## src/rtl/quad_dac_pkg.sv

```systemverilog
// Constants for the quad DAC serial load controller
package quad_dac_pkg;

	// Serial word layout
	localparam int WORD_BITS = 16;
	localparam int CHAN_HI_POS = 15;
	localparam int CHAN_LO_POS = 14;
	localparam int PWR_N_POS = 13;
	localparam int LOAD_N_POS = 12;
	localparam int DATA_MSB_POS = 11;
	localparam int DATA_FIELD_BITS = 12;
	localparam int NUM_CHANNELS = 4;
	localparam logic [4:0] LAST_BIT_IDX = 5'h0F;

	// APB register byte offsets
	localparam logic [7:0] CTRL_OFS = 8'h00;
	localparam logic [7:0] STATUS_OFS = 8'h04;
	localparam logic [7:0] LAST_WORD_OFS = 8'h08;
	localparam logic [7:0] WORD_COUNT_OFS = 8'h0C;
	localparam logic [7:0] ABORT_COUNT_OFS = 8'h10;
	localparam logic [7:0] INPUT_BASE_OFS = 8'h20;
	localparam logic [7:0] OUTPUT_BASE_OFS = 8'h30;

	// Control register fields and reset values
	localparam int CTRL_LINK_EN_POS = 0;
	localparam logic CTRL_LINK_EN_RST = 1'b1;

	// Status register fields
	localparam int STAT_PWR_DOWN_POS = 0;
	localparam int STAT_STAGE_EN_POS = 1;
	localparam int STAT_WORD_DONE_POS = 2;
	localparam int STAT_DIRTY_POS = 4;

	// Reset values of the datapath
	localparam logic PWR_DOWN_RST = 1'b0;
	localparam logic [15:0] WORD_RST = 16'h0000;
	localparam logic [15:0] COUNT_RST = 16'h0000;

	// Link receive states
	typedef enum logic [1:0] {
		LINK_IDLE = 2'b00,
		LINK_ARMED = 2'b01,
		LINK_DONE = 2'b11
	} link_state_t;

endpackage

```

## src/rtl/quad_dac_serial_load_control.sv

```systemverilog
// Serial load front end of a quad DAC with APB status and control
//
// Operation
// - Sixteen bit word, most significant bit first
// - Top two bits select channel A to D
// - Bit 13 low powers down all channels
// - Bit 12 low updates all outputs together
// - Bit 12 high writes input register only
// - Narrow variants ignore the lowest data bits
// - Codes are straight binary
// - Data accepted only while frame is low
// - Shift on serial clock falling edges, sixteen
// - Ignore everything after sixteenth edge until reframe
// - Completed word loads addressed input register
// - Early frame rise aborts, registers unchanged
// - Input stage enabled on frame fall only
// - Each channel has input and output register
// - Simultaneous update only refreshes written channels
// - Power-down leaves register contents unchanged
// - Reset clears registers, selects normal operation
`timescale 1ns/1ps

module quad_dac_serial_load_control
	import quad_dac_pkg::*;
#(
	parameter int RES_BITS = 12
) (
	// Clock and reset
	input wire logic pclk,
	input wire logic presetn,
	// APB slave
	input wire logic psel,
	input wire logic penable,
	input wire logic pwrite,
	input wire logic [7:0] paddr,
	input wire logic [31:0] pwdata,
	output logic [31:0] prdata,
	output logic pready,
	output logic pslverr,
	// Serial link pins
	input wire logic frame_n_pin,
	input wire logic sclk_pin,
	input wire logic sdata_pin,
	// Converter side
	output logic [RES_BITS-1:0] out_code_a,
	output logic [RES_BITS-1:0] out_code_b,
	output logic [RES_BITS-1:0] out_code_c,
	output logic [RES_BITS-1:0] out_code_d,
	output logic power_down,
	output logic input_stage_en
);

	////////////////////////////////////////////////////////////////////////
	// Field helpers

	function automatic logic [1:0] chan_of(input logic [15:0] w);
		chan_of = {w[CHAN_HI_POS], w[CHAN_LO_POS]};
	endfunction

	function automatic logic [RES_BITS-1:0] code_of(input logic [15:0] w);
		code_of = w[DATA_MSB_POS -: RES_BITS];
	endfunction

	////////////////////////////////////////////////////////////////////////
	// Pin synchronisers

	logic frame_s1_reg, frame_s2_reg, frame_s3_reg;
	logic sclk_s1_reg, sclk_s2_reg, sclk_s3_reg;
	logic sdata_s1_reg, sdata_s2_reg;

	always_ff @(posedge pclk or negedge presetn) begin
		if (!presetn) begin
			frame_s1_reg <= 1'b1;
			frame_s2_reg <= 1'b1;
			frame_s3_reg <= 1'b1;
			sclk_s1_reg <= 1'b0;
			sclk_s2_reg <= 1'b0;
			sclk_s3_reg <= 1'b0;
			sdata_s1_reg <= 1'b0;
			sdata_s2_reg <= 1'b0;
		end else begin
			frame_s1_reg <= frame_n_pin;
			frame_s2_reg <= frame_s1_reg;
			frame_s3_reg <= frame_s2_reg;
			sclk_s1_reg <= sclk_pin;
			sclk_s2_reg <= sclk_s1_reg;
			sclk_s3_reg <= sclk_s2_reg;
			sdata_s1_reg <= sdata_pin;
			sdata_s2_reg <= sdata_s1_reg;
		end
	end

	logic frame_fall, frame_rise, sclk_fall;
	assign frame_fall = frame_s3_reg & ~frame_s2_reg;
	assign frame_rise = ~frame_s3_reg & frame_s2_reg;
	assign sclk_fall = sclk_s3_reg & ~sclk_s2_reg;

	////////////////////////////////////////////////////////////////////////
	// Link state and shift register

	link_state_t link_state_reg, link_state_next;
	logic link_en_reg;
	logic [4:0] bit_cnt_reg;
	logic [15:0] shift_reg;
	logic [15:0] word_next;
	logic shift_en, word_done, abort;

	// Frame low and stage enabled, or enabled this very cycle
	assign shift_en = sclk_fall & ~frame_s2_reg &
		((link_state_reg == LINK_ARMED) | (frame_fall & link_en_reg));
	assign word_done = shift_en & (link_state_reg == LINK_ARMED) & (bit_cnt_reg == LAST_BIT_IDX);
	assign abort = frame_rise & (link_state_reg == LINK_ARMED);
	assign word_next = {shift_reg[WORD_BITS-2:0], sdata_s2_reg};

	always_comb begin
		link_state_next = link_state_reg;
		case (link_state_reg)
			LINK_IDLE: begin
				if (frame_fall && link_en_reg) begin
					link_state_next = word_done ? LINK_DONE : LINK_ARMED;
				end
			end
			LINK_ARMED: begin
				if (frame_rise) begin
					link_state_next = LINK_IDLE;
				end else if (word_done) begin
					link_state_next = LINK_DONE;
				end
			end
			LINK_DONE: begin
				if (frame_rise) begin
					link_state_next = LINK_IDLE;
				end
			end
			default: begin
				link_state_next = LINK_IDLE;
			end
		endcase
	end

	always_ff @(posedge pclk or negedge presetn) begin
		if (!presetn) begin
			link_state_reg <= LINK_IDLE;
		end else begin
			link_state_reg <= link_state_next;
		end
	end

	always_ff @(posedge pclk or negedge presetn) begin
		if (!presetn) begin
			bit_cnt_reg <= 5'h00;
			shift_reg <= WORD_RST;
		end else if (frame_fall) begin
			bit_cnt_reg <= shift_en ? 5'h01 : 5'h00;
			shift_reg <= shift_en ? word_next : WORD_RST;
		end else if (shift_en) begin
			bit_cnt_reg <= bit_cnt_reg + 5'h01;
			shift_reg <= word_next;
		end
	end

	assign input_stage_en = (link_state_reg == LINK_ARMED);

	////////////////////////////////////////////////////////////////////////
	// Double-buffered channel registers

	logic [RES_BITS-1:0] in_reg [NUM_CHANNELS];
	logic [RES_BITS-1:0] out_reg [NUM_CHANNELS];
	logic [NUM_CHANNELS-1:0] dirty_reg;
	logic power_down_reg;
	logic [1:0] word_chan;
	logic [RES_BITS-1:0] word_code;

	assign word_chan = chan_of(word_next);
	assign word_code = code_of(word_next);

	always_ff @(posedge pclk or negedge presetn) begin
		if (!presetn) begin
			for (int i = 0; i < NUM_CHANNELS; i++) begin
				in_reg[i] <= '0;
				out_reg[i] <= '0;
			end
			dirty_reg <= '0;
		end else if (word_done) begin
			for (int i = 0; i < NUM_CHANNELS; i++) begin
				if (word_chan == 2'(i)) begin
					in_reg[i] <= word_code;
				end
				if (!word_next[LOAD_N_POS]) begin
					if (word_chan == 2'(i)) begin
						out_reg[i] <= word_code;
					end else if (dirty_reg[i]) begin
						out_reg[i] <= in_reg[i];
					end
					dirty_reg[i] <= 1'b0;
				end else if (word_chan == 2'(i)) begin
					dirty_reg[i] <= 1'b1;
				end
			end
		end
	end

	// Only the mode flag moves; codes stay put
	always_ff @(posedge pclk or negedge presetn) begin
		if (!presetn) begin
			power_down_reg <= PWR_DOWN_RST;
		end else if (word_done) begin
			power_down_reg <= ~word_next[PWR_N_POS];
		end
	end

	assign out_code_a = out_reg[0];
	assign out_code_b = out_reg[1];
	assign out_code_c = out_reg[2];
	assign out_code_d = out_reg[3];
	assign power_down = power_down_reg;

	////////////////////////////////////////////////////////////////////////
	// Statistics

	logic [15:0] last_word_reg, word_count_reg, abort_count_reg;
	logic word_done_seen_reg;

	always_ff @(posedge pclk or negedge presetn) begin
		if (!presetn) begin
			last_word_reg <= WORD_RST;
			word_count_reg <= COUNT_RST;
			abort_count_reg <= COUNT_RST;
		end else begin
			if (word_done) begin
				last_word_reg <= word_next;
				word_count_reg <= word_count_reg + 16'h0001;
			end
			if (abort) begin
				abort_count_reg <= abort_count_reg + 16'h0001;
			end
		end
	end

	////////////////////////////////////////////////////////////////////////
	// APB slave

	logic apb_setup, apb_write;
	logic status_rd;
	assign apb_setup = psel & ~penable;
	assign apb_write = psel & penable & pwrite;
	assign status_rd = apb_setup & ~pwrite & (paddr == STATUS_OFS);
	assign pready = 1'b1;

	always_ff @(posedge pclk or negedge presetn) begin
		if (!presetn) begin
			link_en_reg <= CTRL_LINK_EN_RST;
		end else if (apb_write && paddr == CTRL_OFS) begin
			link_en_reg <= pwdata[CTRL_LINK_EN_POS];
		end
	end

	// Sticky completion flag; a new word wins over the read clear
	always_ff @(posedge pclk or negedge presetn) begin
		if (!presetn) begin
			word_done_seen_reg <= 1'b0;
		end else if (word_done) begin
			word_done_seen_reg <= 1'b1;
		end else if (status_rd) begin
			word_done_seen_reg <= 1'b0;
		end
	end

	function automatic logic [32:0] read_mux(input logic [7:0] a);
		logic [32:0] r;
		r = 33'h000000000;
		case (a)
			CTRL_OFS: r[CTRL_LINK_EN_POS] = link_en_reg;
			STATUS_OFS: begin
				r[STAT_PWR_DOWN_POS] = power_down_reg;
				r[STAT_STAGE_EN_POS] = input_stage_en;
				r[STAT_WORD_DONE_POS] = word_done_seen_reg;
				r[STAT_DIRTY_POS +: NUM_CHANNELS] = dirty_reg;
			end
			LAST_WORD_OFS: r[15:0] = last_word_reg;
			WORD_COUNT_OFS: r[15:0] = word_count_reg;
			ABORT_COUNT_OFS: r[15:0] = abort_count_reg;
			default: begin
				if (a[7:4] == INPUT_BASE_OFS[7:4] && a[3:2] != 2'b00 || a == INPUT_BASE_OFS) begin
					r[RES_BITS-1:0] = in_reg[a[3:2]];
				end else if (a[7:4] == OUTPUT_BASE_OFS[7:4] && a[1:0] == 2'b00) begin
					r[RES_BITS-1:0] = out_reg[a[3:2]];
				end else begin
					r[32] = 1'b1;
				end
			end
		endcase
		if (a[7:4] == INPUT_BASE_OFS[7:4] && a[1:0] != 2'b00) begin
			r = 33'h100000000;
		end
		read_mux = r;
	endfunction

	logic [32:0] rd_word;
	assign rd_word = read_mux(paddr);

	// Answer prepared in setup, presented in the access phase
	always_ff @(posedge pclk or negedge presetn) begin
		if (!presetn) begin
			prdata <= 32'h00000000;
			pslverr <= 1'b0;
		end else if (apb_setup) begin
			prdata <= pwrite ? 32'h00000000 : rd_word[31:0];
			pslverr <= rd_word[32];
		end
	end

	////////////////////////////////////////////////////////////////////////
	// Checks

	logic [RES_BITS*NUM_CHANNELS-1:0] in_flat, out_flat;
	assign in_flat = {in_reg[3], in_reg[2], in_reg[1], in_reg[0]};
	assign out_flat = {out_reg[3], out_reg[2], out_reg[1], out_reg[0]};
endmodule

```

## config.mk

```make
export PLATFORM = sky130hd
export DESIGN_NAME = quad_dac_serial_load_control
export DESIGN_NICKNAME = d
export VERILOG_FILES = /design/src/rtl/quad_dac_pkg.sv /design/src/rtl/quad_dac_serial_load_control.sv
export SDC_FILE = /design/constraint.sdc
export NUM_CORES = 1
export LEC_CHECK = 0
export ABC_CLOCK_PERIOD_IN_PS = 2700
export CAP_MARGIN = 20
export CORE_MARGIN = 2
export CORE_UTILIZATION = 55
export DETAILED_ROUTE_END_ITERATION = 10
export DONT_BUFFER_PORTS = 1
export PLACE_DENSITY_LB_ADDON = 0.1
export SLEW_MARGIN = 20
export SYNTH_ARGS = -nofsm -noshare
export SYNTH_HDL_FRONTEND = slang
export SYNTH_SLANG_ARGS = --single-unit
```

## constraint.sdc

```tcl
create_clock -name pclk -period 2.7 [get_ports pclk]
set_clock_uncertainty 0.15 [all_clocks]
set_input_delay 0.405 -clock pclk [delete_from_list [all_inputs] [get_ports pclk]]
set_output_delay 0.405 -clock pclk [all_outputs]
set_load 0.02 [all_outputs]
```

After elaboration in Yosys (flattened, before gate mapping)
Cells that the tools add are included.
{"block": "word_totals", "register_bits": 214, "in_bits": 48, "out_inout_bits": 84, "wordCells": 160}
{"block": "op_classes", "add_sub_neg": 3, "magnitude_cmp": 1, "n_eq_ne": 20, "n_mux": 49, "n_bitwise": 23, "n_reduce_logical": 33}
{"op": "$mux 12", "count": 14}
{"op": "$bmux 12 s2", "count": 2}
{"op": "$mux 15", "count": 3}
{"op": "$mux 33", "count": 1}
{"op": "$add 16x1->16 const B", "count": 2}
{"op": "$mux 32", "count": 1}
{"op": "$pmux 4 s5", "count": 1}
{"op": "$eq 8x4->1 const B", "count": 2}
{"op": "$pmux 4 s4", "count": 1}
{"op": "$reduce_and 2->1", "count": 8}
{"op": "$reduce_bool 2->1", "count": 8}
{"op": "$reduce_and 3->1", "count": 5}
{"op": "$and 1x1->1", "count": 14}
{"op": "$mux 1", "count": 14}
{"op": "$pmux 4 s3", "count": 1}
{"op": "$mux 2", "count": 5}
{"op": "$mux 5", "count": 2}
{"op": "$pmux 2 s5", "count": 1}
{"op": "$eq 4x2->1 const B", "count": 2}
{"op": "$eq 8x3->1 const B", "count": 1}
{"op": "$eq 8x5->1 const B", "count": 1}
{"op": "$eq 8x6->1 const B", "count": 1}
{"op": "$logic_not 8->1", "count": 1}
{"op": "$ne 2x1->1 const B", "count": 4}
{"op": "18 further kinds", "count": 34}

Logic depth before layout (Yosys ltp)
Gate-level depths: netlist of run 1.
{"block": "depth", "depth_word": 10, "mapped_depth": 9, "depth_no_buf": 8}

Least setup slack after synthesis of run 1
No wires, ideal clock.
{"block": "synth_timing", "path_type": "flip-flop to flip-flop", "from": "reg bit_cnt_reg[0]", "to": "reg in_reg (netlist bit in_flat[27])", "setup_ps": 127, "arrival_time_ps": 1934, "required_ps": 2423, "setup_slack_ps": 489, "path_stages_with_launch": 9, "path_buffers": 2, "period_less_slack_ps": 2211, "cell_sequence": "dfrtp_1 -> ha_1 -> and3_1 -> ha_1 -> nand4bb_4 -> or3_1 -> clkbuf_1 -> buf_6 -> mux2_1"}
{"block": "synth_via", "elab_chain_len": 3}
{"item": "start: declaration", "line_no": "quad_dac_serial_load_control.sv:103", "rtl": "logic [4:0] bit_cnt_reg;"}
{"item": "start signal: assignment", "line_no": "quad_dac_serial_load_control.sv:154", "rtl": "bit_cnt_reg <= shift_en ? 5'h01 : 5'h00;"}
{"item": "start signal: assignment", "line_no": "quad_dac_serial_load_control.sv:157", "rtl": "bit_cnt_reg <= bit_cnt_reg + 5'h01;"}
{"item": "$eq 5x4->1", "line_no": "quad_dac_serial_load_control.sv:111", "rtl": "assign word_done = shift_en & (link_state_reg == LINK_ARMED) & (bit_cnt_reg == LAST_BIT_IDX);"}
{"item": "$and 1x1->1", "line_no": "quad_dac_serial_load_control.sv:111"}
{"item": "$reduce_and 2->1 (no source line)"}
{"item": "end signal: indexed assignment", "line_no": "quad_dac_serial_load_control.sv:187", "rtl": "in_reg[i] <= word_code;"}
{"item": "end: declaration", "line_no": "quad_dac_serial_load_control.sv:167", "rtl": "logic [RES_BITS-1:0] in_reg [NUM_CHANNELS];"}
No other way between the ends.
A chain may end at the register's enable or synchronous reset.

Worst setup path after layout of run 1
{"block": "layout_timing", "from": "reg bit_cnt_reg[1]", "to": "reg out_reg (netlist bit out_code_a[4])"}
{"block": "layout_via", "elab_chain_len": 3}
{"item": "$eq 5x4->1", "line_no": "quad_dac_serial_load_control.sv:111"}
{"item": "$and 1x1->1", "line_no": "quad_dac_serial_load_control.sv:111"}
{"item": "$reduce_and 3->1 (no source line)"}
{"item": "end signal: indexed assignment", "line_no": "quad_dac_serial_load_control.sv:191", "rtl": "out_reg[i] <= word_code;"}
{"item": "end signal: indexed assignment", "line_no": "quad_dac_serial_load_control.sv:193", "rtl": "out_reg[i] <= in_reg[i];"}
{"item": "end: declaration", "line_no": "quad_dac_serial_load_control.sv:168", "rtl": "logic [RES_BITS-1:0] out_reg [NUM_CHANNELS];"}
No other way between the ends.

==> reports/qor.csv, run 1 <==
stage,metric,value,unit
synthesis,syn-mean-instance-area,11.1,um^2
place,numPortBuffers,0,
synthesis,syn_area,0.00974,mm^2
timing,fin_crit_sh,0.895,
route,vias,6561,
die,start_util,0.563,
synthesis,ys_seq_elements,198,
critical_path,startpoint,bit_cnt_reg[1],
route,viasPerCell,6.00,
timing,rsz0062_at_grt,false,
final_layout,drive_above_1_share,0.179,
timing,layout_min_cycle_time,2.42,ns
route,first_pass_iters,5,
clocking,cts_sinks,198,
synthesis,synthFlopType,dfrtp_1,
clocking,cts_max_level,4,
timing,setup_viol,0,
clocking,clkSlewWorstSetupHoldPaths,0.07,ns
synthesis,ys_types,64,
timing,slew_viol_final,0,
power,vdd_ir_drop_max,0.000448,V
timing,worstMarginPinSlew,0.692,ns
synthesis,synthArstFlopShare,1.00,
route,wl_per_cell,21.2,um
final_layout,areaGrowthSynthToFinish,6.91,%
job,max-cap-violations,0,
critical_path,critPathRequiredTime,2.92,ns
grt,grt_pass1_wl,36900,um
final_layout,antennaDiodeCount,0,
clocking,root_buffer,clkbuf_16,
synthesis,synth_edf_count,0,
timing,fmax,414,MHz
route,drt_iter0_markers,486,
route,drc,0,
synthesis,syn_inst,874,
power,powerDensity,544,mW/mm^2
grt,grt_util_all_layers,0.264,
route,detail-route-antenna-nets,0,
final_layout,finalNetCount,907,
clocking,cts_tree,done,
power,p_leak,5.12,nW
final_layout,final-seq-area,0.00496,mm^2
run_status,violations,negative hold slack,
grt,gr-total-overflow,0,
clocking,post_cts_buffers,0,
final_layout,multi_input_area,0.00433,mm^2
place,gp_congestion,0.860,
critical_path,worstSetupPathType,reg2reg,
timing,hold-worst-slack,-0.496,ns
final_layout,finalNonFillerCells,1093,
grt,grt_pass1_vias,6526,
route,routed_wl,23200,um
final_layout,nFillCells,1417,
place,dp.final_hpwl,15900,um
die,die_w,137,um
grt,grt_max_degree,199,
final_layout,mostFrequentLayoutCells,"dfrtp_1 (194), nand2_1 (153), mux2i_1 (59)",
run_status,status,"complete, but fails checks",
synthesis,ys_warn_count,0,
final_layout,layout_commonest_cell,dfrtp_1,
grt,antenna_found_initial,0,
timing,final_hold_viol_count,198,
synthesis,ys_seq_area_frac,0.509,
die,io-pin-count,132,
clocking,ctsLongestPathBuffers,2,
clocking,cts-resized-gates,0,
clocking,clock_latency,0.44,ns
clocking,cts_hold_buf,4,
timing,setup_tns,0,ns
die,die_area,0.0188,mm^2
min_path,hold_path_class,in2async,
critical_path,cp-end-kind,flop,
critical_path,crit_path_start_kind,flop,
critical_path,path_max_fanout,20,
place,place_inst,1057,
final_layout,fin_util,0.602,
die,coreArea,0.0173,mm^2
die,die_y,137,um
timing,slew_headroom,0.538,
die,num_rows,48,
critical_path,worstPathArrival,2.63,ns
final_layout,largest_register_ffs,48,
clocking,cts_inserted_buffers,17,
critical_path,timing.rr.start,bit_cnt_reg[1],
## where the power goes
group / leakage [nW] / internal [mW] / switching (mW)
Combinational: 2.11 / 0.0592 / 0.0922
Clock: 0.271 / 1.33 / 1.15
Sequential: 2.73 / 2.99 / 0.0339
## cell usage after synthesis, types with 3 or more instances
| cell type | count | area [um^2] |
|---|---|---|
| inv_1 | 11 | 41.3 |
| o22ai_1 | 6 | 37.5 |
| ha_1 | 4 | 50.1 |
| a221oi_1 | 3 | 26.3 |
| nand4_1 | 7 | 43.8 |
| a211oi_1 | 5 | 37.5 |
| nor3b_1 | 3 | 22.5 |
| xor2_1 | 7 | 61.3 |
| buf_2 | 17 | 85.1 |
| a32o_1 | 4 | 40.0 |
| a21o_1 | 9 | 67.6 |
| nor3_1 | 3 | 15.0 |
| dfrtp_1 | 194 | 4850 |
| nand2b_1 | 5 | 31.3 |
| nor2_1 | 51 | 191 |
| buf_6 | 7 | 78.8 |
| xnor2_1 | 26 | 228 |
| and3_1 | 6 | 37.5 |
| nand2_1 | 153 | 574 |
| dfstp_2 | 4 | 105 |
| mux2i_1 | 59 | 591 |
| o21ai_0 | 54 | 270 |
| a21oi_1 | 40 | 200 |
| buf_4 | 21 | 158 |
| mux4_2 | 22 | 495 |
| clkbuf_1 | 29 | 109 |
| and4_1 | 4 | 35.0 |
| nand3_1 | 11 | 55.1 |
| mux2_2 | 55 | 619 |
| a22oi_1 | 11 | 82.6 |
## layout make-up
type	count	share of cell area
flip-flops and latches	198	0.476
multi-input cells	602	0.416
inverters	11	0.00397
repair buffers	25	0.0214
clock inverters	12	0.0115
clock buffers	20	0.0439
well taps	225	0.0270
## per-stage QoR
step | area (um^2) | worst slack (ns) | power [mW]
3_3_place_gp | 9800 | 0.372 | 3.22
6_report | 10400 | 0.283 | 5.66
3_5_place_dp | 9800 | 0.271 | 3.23
2_1_floorplan | 9800 | 0.489 | 3.25
5_1_grt | 10400 | 0.0654 | 5.85
4_1_cts | 10400 | 0.250 | 5.68
## critical path, stage by stage, from the launching register on
cell and delay, ns:
dfrtp_1 0.37, ha_1 0.16, and3_1 0.16, ha_1 0.21
nand4bb_4 0.19, nor3_4 0.34, o21a_1 0.26, buf_4 0.29
nor2_1 0.06, a21oi_1 0.14
## logic make-up after synthesis
logic type	Yosys count	synth area share
adders and majority gates	4	0.00514
other	2	0.000771
DFF	198	0.509
AOI/OAI and AO/OA	144	0.0922
muxes	139	0.182
xor gates and xnor gates	33	0.0297
and+or+nand+nor	265	0.129
buffers and inverters	89	0.0519
## path summary, 6_finish.rpt
kind / slack [ns] / cells past startpoint / endpoint
min in group pclk: 0.07 / 3 / prdata[0]
max: 0.28 / 9 / out_code_a[4]
min reg2reg: 0.20 / 0 / sclk_s2_reg
max reg2reg: 0.28 / 9 / out_code_a[4]
min: -0.50 / 0 / out_code_d[8]
max in group asynchronous: 2.60 / 0 / frame_s2_reg
## per-layer routing
layer  global-route usage  share of wire
met5                    0              0
met2                0.403           0.47
met4               0.0756          0.016
met1                0.381           0.45
met3               0.0581          0.064
No activity file was read; power rests on OpenSTA's default activity.
==> run 2: changes to the inputs <==
--- a/config.mk
+++ b/config.mk
@@ -5,7 +5,7 @@
 export SDC_FILE = /design/constraint.sdc
 export NUM_CORES = 1
 export LEC_CHECK = 0
-export ABC_CLOCK_PERIOD_IN_PS = 2700
+export ABC_CLOCK_PERIOD_IN_PS = 2740
 export CAP_MARGIN = 20
 export CORE_MARGIN = 2
 export CORE_UTILIZATION = 55
==> constraint.sdc (replaced) <==
create_clock -name pclk -period 2.74 [get_ports pclk]
set_clock_uncertainty 0.15 [all_clocks]
set_input_delay 0.411 -clock pclk [delete_from_list [all_inputs] [get_ports pclk]]
set_output_delay 0.411 -clock pclk [all_outputs]
set_load 0.02 [all_outputs]
==> run 2 against run 1 <==
The flow still finishes with violations (negative hold slack). Sequential share of layout area up 0.075 points. Setup slack worse by 0.014 ns. Sequential cell count unchanged. Critical path depth unchanged. Final cell count about the same. Final area down 0.16%. Critical endpoint is now out_code_d[9].
==> reports/qor.csv, run 2 (synthesis gave the netlist of run 1 again) <==
stage,metric,value,unit,change
route,first_pass_iters,5,,unchanged
final_layout,finalNonFillerCells,1092,,-0.091%
final_layout,finalNetCount,906,,-0.11%
run_status,status,"complete, but fails checks",,
final_layout,areaGrowthSynthToFinish,6.74,%,
timing,fin_crit_sh,0.902,,+0.00672
die,io-pin-count,132,,unchanged
final_layout,largest_register_ffs,48,,unchanged
critical_path,crit_path_start_kind,flop,,
clocking,root_buffer,clkbuf_16,,
grt,grtUsageMet2,0.413,,+0.0105
critical_path,startpoint,bit_cnt_reg[0],,
place,place_inst,1056,,-0.095%
critical_path,crit_path_end,out_code_d[9],,
min_path,hold_path_class,in2async,,
critical_path,path_max_fanout,24,,+20%
clocking,cts_hold_buf,4,,unchanged
final_layout,multi_input_area,0.00433,mm^2,unchanged
timing,setup_viol,0,,unchanged
critical_path,timing.rr.end,out_code_d[9],,
timing,fmax,405,MHz,-2.2%
timing,slew_viol_final,0,,unchanged
critical_path,worstSetupPathType,reg2reg,,
timing,setup_tns,0,ns,unchanged
grt,grt_util_all_layers,0.262,,-0.00157
grt,grt_max_degree,199,,unchanged
place,gp_congestion,0.822,,-4.4%
grt,busiest_layer,met2,,
die,die_w,137,um,unchanged
die,coreArea,0.0173,mm^2,unchanged
timing,layout_min_cycle_time,2.47,ns,+0.0542 ns
final_layout,mostFrequentLayoutCells,"dfrtp_1 (194), nand2_1 (153), mux2i_1 (59)",,
place,pre_cts_slack,0.264,ns,-0.00710 ns
final_layout,layout_commonest_cell,dfrtp_1,,
grt,antenna_found_initial,0,,unchanged
final_layout,final-seq-area,0.00496,mm^2,unchanged
job,max-cap-violations,0,,unchanged
route,drc,0,,unchanged
route,wl_per_cell,21.4,um,+1.1%
route,vias,6528,,-0.50%
critical_path,cp-end-kind,flop,,
clocking,clock_latency,0.44,ns,about the same
place,numPortBuffers,0,,unchanged
timing,rsz0062_at_grt,false,,
grt,grt_pass1_vias,6512,,-0.21%
critical_path,r2r_slack,0.27,ns,about the same
timing,worstMarginPinSlew,0.672,ns,-0.0199 ns
clocking,cts_inserted_buffers,17,,unchanged
route,detail-route-antenna-nets,0,,unchanged
route,viasPerCell,5.98,,-0.41%
place,dp.final_hpwl,15600,um,-1.4%
power,powerDensity,540,mW/mm^2,-0.74%
timing,final_hold_viol_count,198,,unchanged
run_status,violations,negative hold slack,,
clocking,cts-resized-gates,0,,unchanged
route,routed_wl,23400,um,+1.0%
critical_path,worstPathArrival,2.67,ns,+0.04 ns
die,die_area,0.0188,mm^2,unchanged
power,vdd_ir_drop_max,0.000418,V,-6.7%
clocking,post_cts_buffers,0,,unchanged
timing,fin_ws,0.268,ns,-0.0142 ns
critical_path,critPathRequiredTime,2.94,ns,+0.02 ns
die,start_util,0.563,,unchanged
grt,met3_usage,0.0600,,+0.00185
die,die_y,137,um,unchanged
route,drt_iter0_markers,513,,+5.6%
final_layout,antennaDiodeCount,0,,unchanged
final_layout,nFillCells,1435,,+1.3%
power,p_leak,5.11,nW,-0.11%
grt,met1_usage,0.378,,-0.00286
clocking,clkSlewWorstSetupHoldPaths,0.08,ns,about the same
grt,grt_pass1_wl,36900,um,about the same
clocking,cts_max_level,4,,unchanged
clocking,cts_tree,done,,
die,num_rows,48,,unchanged
critical_path,reg2reg_depth,9,,unchanged
critical_path,timing.rr.start,bit_cnt_reg[0],,
clocking,ctsLongestPathBuffers,2,,unchanged
timing,hold-worst-slack,-0.488,ns,+0.00749 ns
grt,gr-total-overflow,0,,unchanged
final_layout,drive_above_1_share,0.179,,+0.000206
clocking,cts_sinks,198,,unchanged
timing,slew_headroom,0.551,,+0.0128
-- run 2: cell types whose count changed in the layout (fill, tap and decap cells not counted), sizes merged --
| cell | before | now |
|---|---|---|
| clkinv | 4 | 5 |
| clkbuf | 20 | 18 |
| inv | 14 | 16 |
| buf | 21 | 20 |
| clkinvlp | 4 | 3 |
-- run 2: how the worst min path moves through the flow --
stage | endpoint | slack (ns) | depth (start not counted)
after detailed placement | out_code_b[9] | -0.03 | 0
after global placement | out_code_d[8] | -0.03 | 0
after CTS | out_code_b[9] | -0.49 | 0
after floorplan | abort_count_reg[0] | -0.03 | 0
after global routing | out_code_b[5] | -0.50 | 0
final | out_code_b[9] | -0.49 | 0
-- run 2: layer usage --
layer  vias to the layer above  wire, um
li1                       2987         -
met1                      3306     10400
met2                       216     11100
met3                        19      1610
met4                         0       231
met5                         -         0
-- run 2: cell type report --
| class | count | area share |
|---|---|---|
| well taps | 225 | 0.0271 |
| flip-flops and latches | 198 | 0.477 |
| clock buffers | 18 | 0.0422 |
| inverters | 11 | 0.00397 |
| repair buffers | 24 | 0.0195 |
| clock inverters | 14 | 0.0136 |
| multi-input cells | 602 | 0.417 |
-- run 2: where the power goes --
part | switching (mW) | total [mW] | internal [mW]
Combinational | 0.0902 | 0.148 | 0.0580
Clock | 1.18 | 2.48 | 1.30
Sequential | 0.0341 | 2.98 | 2.95
Total | 1.30 | 5.61 | 4.31
-- run 2: metrics by stage --
stage          total power [mW]  cell area, um^2  utilization
3_5_place_dp               3.18             9780        0.565
6_report                   5.61            10400        0.601
2_1_floorplan              3.21             9800            -
3_3_place_gp               3.17             9780        0.565
5_1_grt                    5.80            10400        0.601
4_1_cts                    5.66            10400        0.601
-- run 2: critical path: stages (launching register included) --
cell and delay (ns):
dfrtp_1 0.38, ha_1 0.17, and3_1 0.16, ha_1 0.22
nand4bb_4 0.20, nor3_4 0.31, a21boi_2 0.22, buf_4 0.33
nor2_1 0.07, a21oi_1 0.16
